`src/core/iox_regs.svh`:
```
// Register offsets, reset values and bus constants of the 16-bit I/O expander.
`ifndef IOX_REGS_SVH
`define IOX_REGS_SVH

// ----------------------------------------------------------------------------
// Register selectors
// ----------------------------------------------------------------------------
`define IOX_CMD_IN_A 8'h00
`define IOX_CMD_IN_B 8'h01
`define IOX_CMD_OUT_A 8'h02
`define IOX_CMD_OUT_B 8'h03
`define IOX_CMD_DIR_A 8'h04
`define IOX_CMD_DIR_B 8'h05
`define IOX_CMD_MASK_A 8'h06
`define IOX_CMD_MASK_B 8'h07

// ----------------------------------------------------------------------------
// Reset values and bus constants
// ----------------------------------------------------------------------------
`define IOX_DIR_RST 8'h00
`define IOX_MASK_RST 8'h00
`define IOX_OUT_RST 8'h00
`define IOX_NIB_HIGH 4'hf
`define IOX_NIB_LOW 4'h0
`define IOX_ADDR_HI 5'h16
`define IOX_BIT_CNT_BYTE 4'h8
`define IOX_BIT_CNT_LAST 4'h7
`define IOX_STRAP_WAIT 3'h5
`define IOX_SYNC_RST 21'h1c0000

`endif

```
`src/core/iox_pkg.sv`:
```
// Types shared by the I/O expander design.
package iox_pkg;

  // --------------------------------------------------------------------------
  // Types
  // --------------------------------------------------------------------------
  // One bit per pin: a is the open-drain group, b the push-pull group.
  typedef struct packed {
    logic [7:0] a;
    logic [7:0] b;
  } iox_port_t;

  // Serial interface states, one-hot.
  typedef enum logic [6:0] {
    IOX_IDLE = 7'b0000001,
    IOX_ADDR = 7'b0000010,
    IOX_ACK  = 7'b0000100,
    IOX_WRX  = 7'b0001000,
    IOX_TX   = 7'b0010000,
    IOX_MACK = 7'b0100000,
    IOX_SKIP = 7'b1000000
  } iox_state_t;

endpackage : iox_pkg

```
`src/core/iox_sync.sv`:
```
// Three-stage input synchroniser with an agreement filter.
`timescale 1ns/10ps
module iox_sync #(
  parameter int W = 21,
  parameter logic [W-1:0] RST_VAL = '0
) (
  // Clock and reset.
  input wire logic core_clk_in,
  input wire logic arst_n_in,
  // Raw and filtered levels.
  input wire logic [W-1:0] raw_in,
  output logic [W-1:0] filt_out
);

  logic [W-1:0] s1_r;
  logic [W-1:0] s2_r;
  logic [W-1:0] s3_r;
  logic [W-1:0] filt_nxt;

  // A level is accepted once the second and third stages agree.
  genvar gi;
  generate
    for (gi = 0; gi < W; gi++)
    begin : g_bit
      assign filt_nxt[gi] = (s2_r[gi] == s3_r[gi]) ? s3_r[gi] : filt_out[gi];
    end
  endgenerate

  // The first stage feeds only the second stage.
  always_ff @(posedge core_clk_in or negedge arst_n_in)
  begin
    if (!arst_n_in)
    begin
      s1_r <= RST_VAL;
      s2_r <= RST_VAL;
      s3_r <= RST_VAL;
      filt_out <= RST_VAL;
    end
    else
    begin
      s1_r <= raw_in;
      s2_r <= s1_r;
      s3_r <= s2_r;
      filt_out <= filt_nxt;
    end
  end

endmodule : iox_sync

```
`src/core/iox_top.sv`:
```
// Serial-bus 16-bit I/O expander with latched transition detection.
`timescale 1ns/10ps
`include "iox_regs.svh"
module iox_top
  import iox_pkg::*;
(
  // Clock and power-on reset.
  input wire logic core_clk_in,
  input wire logic arst_n_in,
  // Serial bus.
  input wire logic scl_in,
  input wire logic sda_in,
  output logic sda_out,
  output logic sda_oe_out,
  // Bus reset and address select straps.
  input wire logic bus_reset_n_in,
  input wire logic addr_sel_0_in,
  input wire logic addr_sel_1_in,
  // Open-drain pin group.
  input wire logic [7:0] drain_group_pins_in,
  output logic [7:0] drain_group_pins_out,
  output logic [7:0] drain_group_pins_oe_out,
  // Push-pull pin group.
  input wire logic [7:0] drive_group_pins_in,
  output logic [7:0] drive_group_pins_out,
  output logic [7:0] drive_group_pins_oe_out,
  // Interrupt and standby.
  output logic interrupt_out_n_out,
  output logic interrupt_oe_out,
  output logic standby_out
);

  // --------------------------------------------------------------------------
  // Input synchronisation
  // --------------------------------------------------------------------------
  localparam int SW = 21;
  logic [SW-1:0] raw;
  logic [SW-1:0] filt;
  logic scl_s;
  logic sda_s;
  logic brst_n_s;
  logic as1_s;
  logic as0_s;
  iox_port_t pins;

  // Every pin passes the filtered three-stage synchroniser.
  assign raw = {scl_in, sda_in, bus_reset_n_in, addr_sel_1_in, addr_sel_0_in,
                drain_group_pins_in, drive_group_pins_in};

  iox_sync #(
    .W(SW),
    .RST_VAL(`IOX_SYNC_RST)
  ) u_sync (
    .core_clk_in(core_clk_in),
    .arst_n_in(arst_n_in),
    .raw_in(raw),
    .filt_out(filt)
  );

  // Unpack the filtered levels.
  assign scl_s = filt[20];
  assign sda_s = filt[19];
  assign brst_n_s = filt[18];
  assign as1_s = filt[17];
  assign as0_s = filt[16];
  assign pins = filt[15:0];

  // --------------------------------------------------------------------------
  // Serial interface and register file
  // --------------------------------------------------------------------------
  iox_state_t state_r, state_nxt;
  logic [3:0] cnt_r, cnt_nxt;
  logic [7:0] shift_r, shift_nxt;
  logic [7:0] cmd_r, cmd_nxt;
  logic rw_r, rw_nxt;
  logic addr_ph_r, addr_ph_nxt;
  logic cmd_ph_r, cmd_ph_nxt;
  logic sda_drv_r, sda_drv_nxt;
  logic scl_q_r, scl_q_nxt;
  logic sda_q_r, sda_q_nxt;
  iox_port_t out_r, out_nxt;
  iox_port_t dir_r, dir_nxt;
  iox_port_t mask_r, mask_nxt;
  logic [2:0] strap_cnt_r, strap_cnt_nxt;
  logic strap_done_r, strap_done_nxt;
  logic [1:0] rd_clr;
  logic [7:0] rd_val;
  logic scl_rise;
  logic scl_fall;
  logic start_det;
  logic stop_det;
  logic addr_hit;

  // Returns the byte that a read of the selected register presents.
  function automatic logic [7:0] rd_byte(input logic [7:0] cmd, input iox_port_t snap,
                                         input iox_port_t o, input iox_port_t d,
                                         input iox_port_t m);
    case (cmd)
      `IOX_CMD_IN_A: rd_byte = snap.a;
      `IOX_CMD_IN_B: rd_byte = snap.b;
      `IOX_CMD_OUT_A: rd_byte = o.a;
      `IOX_CMD_OUT_B: rd_byte = o.b;
      `IOX_CMD_DIR_A: rd_byte = d.a;
      `IOX_CMD_DIR_B: rd_byte = d.b;
      `IOX_CMD_MASK_A: rd_byte = m.a;
      `IOX_CMD_MASK_B: rd_byte = m.b;
      default: rd_byte = 8'h00;
    endcase
  endfunction : rd_byte

  // Bus conditions seen on the filtered lines.
  assign scl_rise = scl_s & ~scl_q_r;
  assign scl_fall = ~scl_s & scl_q_r;
  assign start_det = scl_s & scl_q_r & sda_q_r & ~sda_s;
  assign stop_det = scl_s & scl_q_r & ~sda_q_r & sda_s;
  assign addr_hit = (shift_r[7:1] == {`IOX_ADDR_HI, as1_s, as0_s});
  assign rd_val = rd_byte(cmd_r, pins, out_r, dir_r, mask_r);

  // Next state of the serial engine, the registers and the power-up straps.
  always_comb
  begin
    state_nxt = state_r;
    cnt_nxt = cnt_r;
    shift_nxt = shift_r;
    cmd_nxt = cmd_r;
    rw_nxt = rw_r;
    addr_ph_nxt = addr_ph_r;
    cmd_ph_nxt = cmd_ph_r;
    sda_drv_nxt = sda_drv_r;
    scl_q_nxt = scl_s;
    sda_q_nxt = sda_s;
    out_nxt = out_r;
    dir_nxt = dir_r;
    mask_nxt = mask_r;
    strap_cnt_nxt = strap_cnt_r;
    strap_done_nxt = strap_done_r;
    rd_clr = 2'b00;
    if (!strap_done_r)
    begin
      // Wait for the straps to pass the synchroniser, then load the defaults.
      strap_cnt_nxt = strap_cnt_r + 3'h1;
      if (strap_cnt_r == `IOX_STRAP_WAIT)
      begin
        strap_done_nxt = 1'b1;
        out_nxt.a = {as1_s ? `IOX_NIB_HIGH : `IOX_NIB_LOW,
                     as0_s ? `IOX_NIB_HIGH : `IOX_NIB_LOW};
        out_nxt.b = {as1_s ? `IOX_NIB_HIGH : `IOX_NIB_LOW,
                     as0_s ? `IOX_NIB_HIGH : `IOX_NIB_LOW};
      end
    end
    else if (!brst_n_s)
    begin
      state_nxt = IOX_IDLE;
      sda_drv_nxt = 1'b0;
    end
    else if (start_det)
    begin
      state_nxt = IOX_ADDR;
      cnt_nxt = 4'h0;
      sda_drv_nxt = 1'b0;
    end
    else if (stop_det)
    begin
      state_nxt = IOX_IDLE;
      sda_drv_nxt = 1'b0;
    end
    else
    begin
      case (state_r)
        IOX_ADDR, IOX_WRX:
        begin
          if (scl_rise)
          begin
            shift_nxt = {shift_r[6:0], sda_s};
            cnt_nxt = cnt_r + 4'h1;
          end
          else if (scl_fall && cnt_r == `IOX_BIT_CNT_BYTE)
          begin
            cnt_nxt = 4'h0;
            if (state_r == IOX_ADDR)
            begin
              if (addr_hit)
              begin
                state_nxt = IOX_ACK;
                sda_drv_nxt = 1'b1;
                addr_ph_nxt = 1'b1;
                rw_nxt = shift_r[0];
                cmd_ph_nxt = ~shift_r[0];
                if (shift_r[0])
                begin
                  shift_nxt = rd_val;
                  rd_clr[0] = (cmd_r == `IOX_CMD_IN_A);
                  rd_clr[1] = (cmd_r == `IOX_CMD_IN_B);
                end
              end
              else
              begin
                state_nxt = IOX_SKIP;
              end
            end
            else
            begin
              state_nxt = IOX_ACK;
              sda_drv_nxt = 1'b1;
              if (cmd_ph_r)
              begin
                cmd_nxt = shift_r;
                cmd_ph_nxt = 1'b0;
              end
              else
              begin
                case (cmd_r)
                  `IOX_CMD_OUT_A: out_nxt.a = shift_r;
                  `IOX_CMD_OUT_B: out_nxt.b = shift_r;
                  `IOX_CMD_DIR_A: dir_nxt.a = shift_r;
                  `IOX_CMD_DIR_B: dir_nxt.b = shift_r;
                  `IOX_CMD_MASK_A: mask_nxt.a = shift_r;
                  `IOX_CMD_MASK_B: mask_nxt.b = shift_r;
                  default: cmd_nxt = cmd_r;
                endcase
              end
            end
          end
        end
        IOX_ACK:
        begin
          // The acknowledge ends on the falling edge of the ninth clock.
          if (scl_fall)
          begin
            addr_ph_nxt = 1'b0;
            if (addr_ph_r && rw_r)
            begin
              state_nxt = IOX_TX;
              sda_drv_nxt = ~shift_r[7];
            end
            else
            begin
              state_nxt = IOX_WRX;
              sda_drv_nxt = 1'b0;
            end
          end
        end
        IOX_TX:
        begin
          if (scl_fall)
          begin
            if (cnt_r == `IOX_BIT_CNT_LAST)
            begin
              state_nxt = IOX_MACK;
              sda_drv_nxt = 1'b0;
              cnt_nxt = 4'h0;
            end
            else
            begin
              shift_nxt = {shift_r[6:0], 1'b0};
              sda_drv_nxt = ~shift_r[6];
              cnt_nxt = cnt_r + 4'h1;
            end
          end
        end
        IOX_MACK:
        begin
          // A high acknowledge bit from the master ends the read.
          if (scl_rise && sda_s)
          begin
            state_nxt = IOX_SKIP;
          end
          else if (scl_fall)
          begin
            state_nxt = IOX_TX;
            shift_nxt = rd_val;
            sda_drv_nxt = ~rd_val[7];
          end
        end
        IOX_IDLE, IOX_SKIP:
        begin
          sda_drv_nxt = 1'b0;
        end
        default:
        begin
          state_nxt = IOX_IDLE;
          sda_drv_nxt = 1'b0;
        end
      endcase
    end
  end

  // Registers of the serial engine and the register file.
  always_ff @(posedge core_clk_in or negedge arst_n_in)
  begin
    if (!arst_n_in)
    begin
      state_r <= IOX_IDLE;
      cnt_r <= 4'h0;
      shift_r <= 8'h00;
      cmd_r <= `IOX_CMD_IN_A;
      rw_r <= 1'b0;
      addr_ph_r <= 1'b0;
      cmd_ph_r <= 1'b0;
      sda_drv_r <= 1'b0;
      scl_q_r <= 1'b1;
      sda_q_r <= 1'b1;
      out_r <= {`IOX_OUT_RST, `IOX_OUT_RST};
      dir_r <= {`IOX_DIR_RST, `IOX_DIR_RST};
      mask_r <= {`IOX_MASK_RST, `IOX_MASK_RST};
      strap_cnt_r <= 3'h0;
      strap_done_r <= 1'b0;
    end
    else
    begin
      state_r <= state_nxt;
      cnt_r <= cnt_nxt;
      shift_r <= shift_nxt;
      cmd_r <= cmd_nxt;
      rw_r <= rw_nxt;
      addr_ph_r <= addr_ph_nxt;
      cmd_ph_r <= cmd_ph_nxt;
      sda_drv_r <= sda_drv_nxt;
      scl_q_r <= scl_q_nxt;
      sda_q_r <= sda_q_nxt;
      out_r <= out_nxt;
      dir_r <= dir_nxt;
      mask_r <= mask_nxt;
      strap_cnt_r <= strap_cnt_nxt;
      strap_done_r <= strap_done_nxt;
    end
  end

  // --------------------------------------------------------------------------
  // Transition detection
  // --------------------------------------------------------------------------
  logic [15:0] ref_r, ref_nxt;
  logic [1:0] chg_r, chg_nxt;
  logic [15:0] watch;
  logic [15:0] diff;
  logic [1:0] chg_set;

  // Only unmasked input pins are watched; the others keep the baseline current.
  always_comb
  begin
    watch = dir_r & ~mask_r;
    diff = watch & (pins ^ ref_r);
    chg_set[0] = |diff[15:8];
    chg_set[1] = |diff[7:0];
    for (int i = 0; i < 16; i++)
    begin
      ref_nxt[i] = watch[i] ? ref_r[i] : pins[i];
    end
    if (rd_clr[0])
    begin
      ref_nxt[15:8] = pins.a;
    end
    if (rd_clr[1])
    begin
      ref_nxt[7:0] = pins.b;
    end
    // A clear retakes the snapshot from this cycle's levels, so the stale difference
    // must not keep the latch; any later change is caught against the new snapshot.
    chg_nxt = (chg_set | chg_r) & ~rd_clr;
  end

  // Detection state is cleared by power-on reset and by input reads, never by bus reset.
  always_ff @(posedge core_clk_in or negedge arst_n_in)
  begin
    if (!arst_n_in)
    begin
      ref_r <= 16'h0000;
      chg_r <= 2'b00;
    end
    else if (!strap_done_r)
    begin
      ref_r <= pins;
      chg_r <= 2'b00;
    end
    else
    begin
      ref_r <= ref_nxt;
      chg_r <= chg_nxt;
    end
  end

  // --------------------------------------------------------------------------
  // Pin drivers
  // --------------------------------------------------------------------------
  // Open-drain pins pull low only for a zero output; push-pull drive both levels.
  assign drain_group_pins_out = 8'h00;
  assign drain_group_pins_oe_out = ~dir_r.a & ~out_r.a;
  assign drive_group_pins_out = out_r.b;
  assign drive_group_pins_oe_out = ~dir_r.b;
  assign sda_out = 1'b0;
  assign sda_oe_out = sda_drv_r;
  assign interrupt_out_n_out = 1'b0;
  assign interrupt_oe_out = |chg_r;
  assign standby_out = (state_r == IOX_IDLE);

endmodule : iox_top

```
`config.mk`:
```
export PLATFORM = sky130hd
export DESIGN_NAME = iox_top
export DESIGN_NICKNAME = d
export VERILOG_FILES = /design/src/core/iox_pkg.sv /design/src/core/iox_sync.sv /design/src/core/iox_top.sv
export VERILOG_INCLUDE_DIRS = /design/src /design/src/core
export SDC_FILE = /design/constraint.sdc
export NUM_CORES = 1
export LEC_CHECK = 0
export BUFFER_PORTS_ARGS = -buffer_cell sky130_fd_sc_hd__buf_2
export CAP_MARGIN = 20
export CELL_PAD_IN_SITES_DETAIL_PLACEMENT = 1
export CELL_PAD_IN_SITES_GLOBAL_PLACEMENT = 1
export CORE_MARGIN = 10
export CORE_UTILIZATION = 35
export CTS_CLUSTER_DIAMETER = 120
export DETAILED_ROUTE_END_ITERATION = 8
export PLACE_DENSITY = 0.65
export SETUP_SLACK_MARGIN = 0.3
export SLEW_MARGIN = 20
export SYNTH_ARGS = -nofsm -noshare
export SYNTH_HDL_FRONTEND = slang
export SYNTH_SLANG_ARGS = --single-unit
```
`constraint.sdc`:
```
create_clock -name core_clk_in -period 2.5 [get_ports core_clk_in]
set_input_delay 0.25 -clock core_clk_in [delete_from_list [all_inputs] [get_ports core_clk_in]]
set_output_delay 0.25 -clock core_clk_in [all_outputs]
set_load 0.05 [all_outputs]
```
==> impl_metrics.json <==
{
  "hold_path.class": "reg -> reg",
  "dieWidth_um": 174.6,
  "root_buffer": "clkbuf_16",
  "synthCells": 696,
  "hold_violations": 0,
  "syn-cell-area_um2": 8367,
  "p_comb_frac": 0.097,
  "met1_usage": 0.1964,
  "ir_worst_vdd_mv": 0.3912,
  "p_per_area_nw_per_um2": 623.4,
  "die_h_um": 174.6,
  "critical_path_class": "reg -> reg",
  "syn_area_per_cell_um2": 12.02,
  "grt_pass1_wl_mm": 38.91,
  "diodes": 0,
  "end_kind": "register",
  "area_delta_synth_final_pct": 29.31,
  "yosysWarnings": 0,
  "swShare": 0.2768,
  "clkLatencyLatePin_ns": 0.44,
  "power.net_switching_mw": 1.867,
  "power_frac_clock": 0.410,
  "grt-busiest-layer": "met2",
  "detail_route.wl_per_cell_um": 21.32,
  "antenna_found_initial": 0,
  "globalRouteOverflowTotal": 0,
  "vias": 5996,
  "drt_wl_total_mm": 24.76,
  "p_leak_nw": 4.740,
  "fin_skew_ns": 0.01571,
  "numCtsBuffers": 17,
  "drc": 0,
  "worst_pin_slew_ns": 0.5586,
  "io_buffers": 49,
  "synth_edf_count": 0,
  "drtAntennaViolNets": 0,
  "ios": 60,
  "dpl_cell_area_um2": 9368,
  "rrSetupSlack_ns": 0.08,
  "synthArstFlopShare": 1.000,
  "cap_violations": 0,
  "drt-initial-drc-count": 324,
  "setup_viol": 0,
  "reg2reg_depth": 5,
  "tritoncts": "yes",
  "period_minus_slack_ns": 2.415,
  "firstDrtPassIters": 5,
  "cts_buffer_depth": 2,
  "dieArea_um2": 30490,
  "yosysSeqAreaShare": 0.5615,
  "max_slew_margin": 0.6276,
  "slew_viol_final": 0,
  "place_congestion": 0.8891,
  "finalCritPeriodShare": 0.9661,
  "ys_ff_latch": 187,
  "grt_use_met3": 0.02393,
  "fillers": 2466,
  "htree_levels": 4,
  "synth_cell_types": 71,
  "mostFrequentLayoutCell": "dfrtp_1",
  "core_area_um2": 23470,
  "drt-vias-per-instance": 5.165,
  "min_path_cells": 0,
  "final_cell_area_um2": 10820,
  "pwr-share-seq": 0.493,
  "synth-main-ff-cell": "dfrtp_1",
  "power.total_mw": 6.745,
  "required_ns": 2.82,
  "setup_tns_ns": 0,
  "status": "completed",
  "mostFrequentLayoutCells": "167 x dfrtp_1, 65 x buf_4, 56 x nand2_1",
  "intPower_mw": 4.878,
  "use_met2": 0.2876,
  "clock.fmax_ghz": 0.4141,
  "grt_start_max_net_pins": 61,
  "clock_sinks": 187,
  "rsz0062_at_grt": "true",
  "grt_pass1_vias": 6639,
  "initial_utilization": 0.3564,
  "drive_gt1_frac": 0.3705,
  "worstPathArrival_ns": 2.74,
  "hpwl_mm": 17.71,
  "num_rows": 56,
  "fin_nets": 856,
  "critPathLaunchType": "register",
  "grt_util_all_layers": 0.1636,
  "worst-path-max-fanout": 9,
  "holdWs_ns": 0.3495,
  "cts.reportedPaths.clkPinSlew_ns": 0.08
}
==> power by group through the flow <==
stage | Sequential, mW | Clock, mW | Combinational, mW
2_1_floorplan | 3.32 | 0 | 0.383
3_3_place_gp | 3.37 | 0 | 0.535
3_5_place_dp | 3.39 | 0 | 0.552
4_1_cts | 3.32 | 2.84 | 0.644
5_1_grt | 3.34 | 2.97 | 0.715
6_report | 3.32 | 2.76 | 0.657
==> critical path: stages (launching register included) <==
cell	delay [ns]
dfrtp_1	0.39
or4_4	0.56
or2_4	0.29
o41a_1	0.56
nand3_1	0.17
mux2_1	0.32
==> synth_stat cells, types with 3 or more instances <==
cell,number,area share
a221oi_1,7,0.0073
and2_1,6,0.0045
xor2_1,21,0.022
dfrtp_1,172,0.51
or2_2,4,0.0030
inv_1,20,0.0090
xnor2_1,3,0.0031
nor2b_1,13,0.0097
a22oi_1,7,0.0063
a22o_1,6,0.0063
buf_4,18,0.016
nor4_1,5,0.0037
nand3b_1,5,0.0045
a31oi_1,7,0.0052
ha_1,4,0.0060
nand2_1,59,0.026
clkbuf_1,26,0.012
maj3_1,21,0.025
mux2_1,20,0.027
nand3_1,15,0.0090
o21ai_0,17,0.010
nand2b_1,13,0.0097
nor2_1,41,0.018
a21oi_1,7,0.0042
a211oi_1,3,0.0027
dfstp_2,15,0.047
nor3_1,9,0.0054
and3_1,9,0.0067
a32oi_1,4,0.0042
o22ai_1,9,0.0067
mux2i_1,12,0.014
mux2_2,65,0.087
==> what timing repair did <==
| item | in CTS | in global routing |
|---|---|---|
| endpoints found under the setup margin | 84 | 91 |
| gates resized for setup | 74 | 41 |
| endpoints found under the hold margin | 71 | 0 |
| gates cloned | 0 | 0 |
| pin swaps | 17 | 12 |
| hold buffers | 22 | 0 |
| setup buffers | 15 | 9 |
==> sequential cells by signal (all words and copies together) (netlist names), 2 cells and up <==
signal and flops:
shift_r 8, cnt_r 4, chg_r 2, dir_r 16
u_sync.s1_r 21, ref_r 16, u_sync.filt_out 21, mask_r 16
u_sync.s3_r 21, drive_group_pins_out 8, out_r 8, u_sync.s2_r 21
cmd_r 8, state_r 7, strap_cnt_r 3
==> logic make-up after synthesis <==
group                    synth area share
AND/OR/NAND/NOR                    0.1232
flip-flops                         0.5615
multiplexers                       0.1341
AO/OA/AOI/OAI                     0.08509
buffers and inverters             0.03933
adder cells (fa/ha/maj)           0.03111
XOR/XNOR                          0.02512
other                           0.0004482
==> per-stage QoR <==
stage,std cells,utilization,setup slack [ns]
final,1161,0.4609,0.08486
after global routing,1161,0.4609,0.001917
after CTS,1152,0.4509,0.06948
after detailed placement,1083,0.3991,-0.01292
after global placement,1083,0.3991,0.07695
after floorplan,705,-,0.1418
==> path summary, 6_finish.rpt <==
check,startpoint,endpoint
max in group asynchronous,arst_n_in,u_sync.s1_r[18]
setup / recovery,cmd_r[5],ref_r[8]
setup reg to reg,cmd_r[5],ref_r[8]
hold reg to reg,u_sync.s1_r[8],u_sync.s2_r[8]
hold / removal,u_sync.s1_r[8],u_sync.s2_r[8]
min in group asynchronous,arst_n_in,state_r[1]
==> layer usage <==
metal  vias to the layer above  wire length [µm]
li1                       2698                 -
met1                      3131             10400
met2                       129             12900
met3                        38               739
met4                         0               714
met5                         -                 0
==> final cells by class <==
cell class,instances,area (µm²),area share
Multi-Input combinational cell,449,3824,0.3534
Inverter,21,78.83,0.007286
Sequential cell,187,4705,0.4348
Clock inverter,14,170.2,0.01573
Tap cell,319,399.1,0.03689
Clock buffer,18,429.2,0.03967
Timing Repair Buffer,153,1214,0.1122
(Power assumes the default switching activity.)
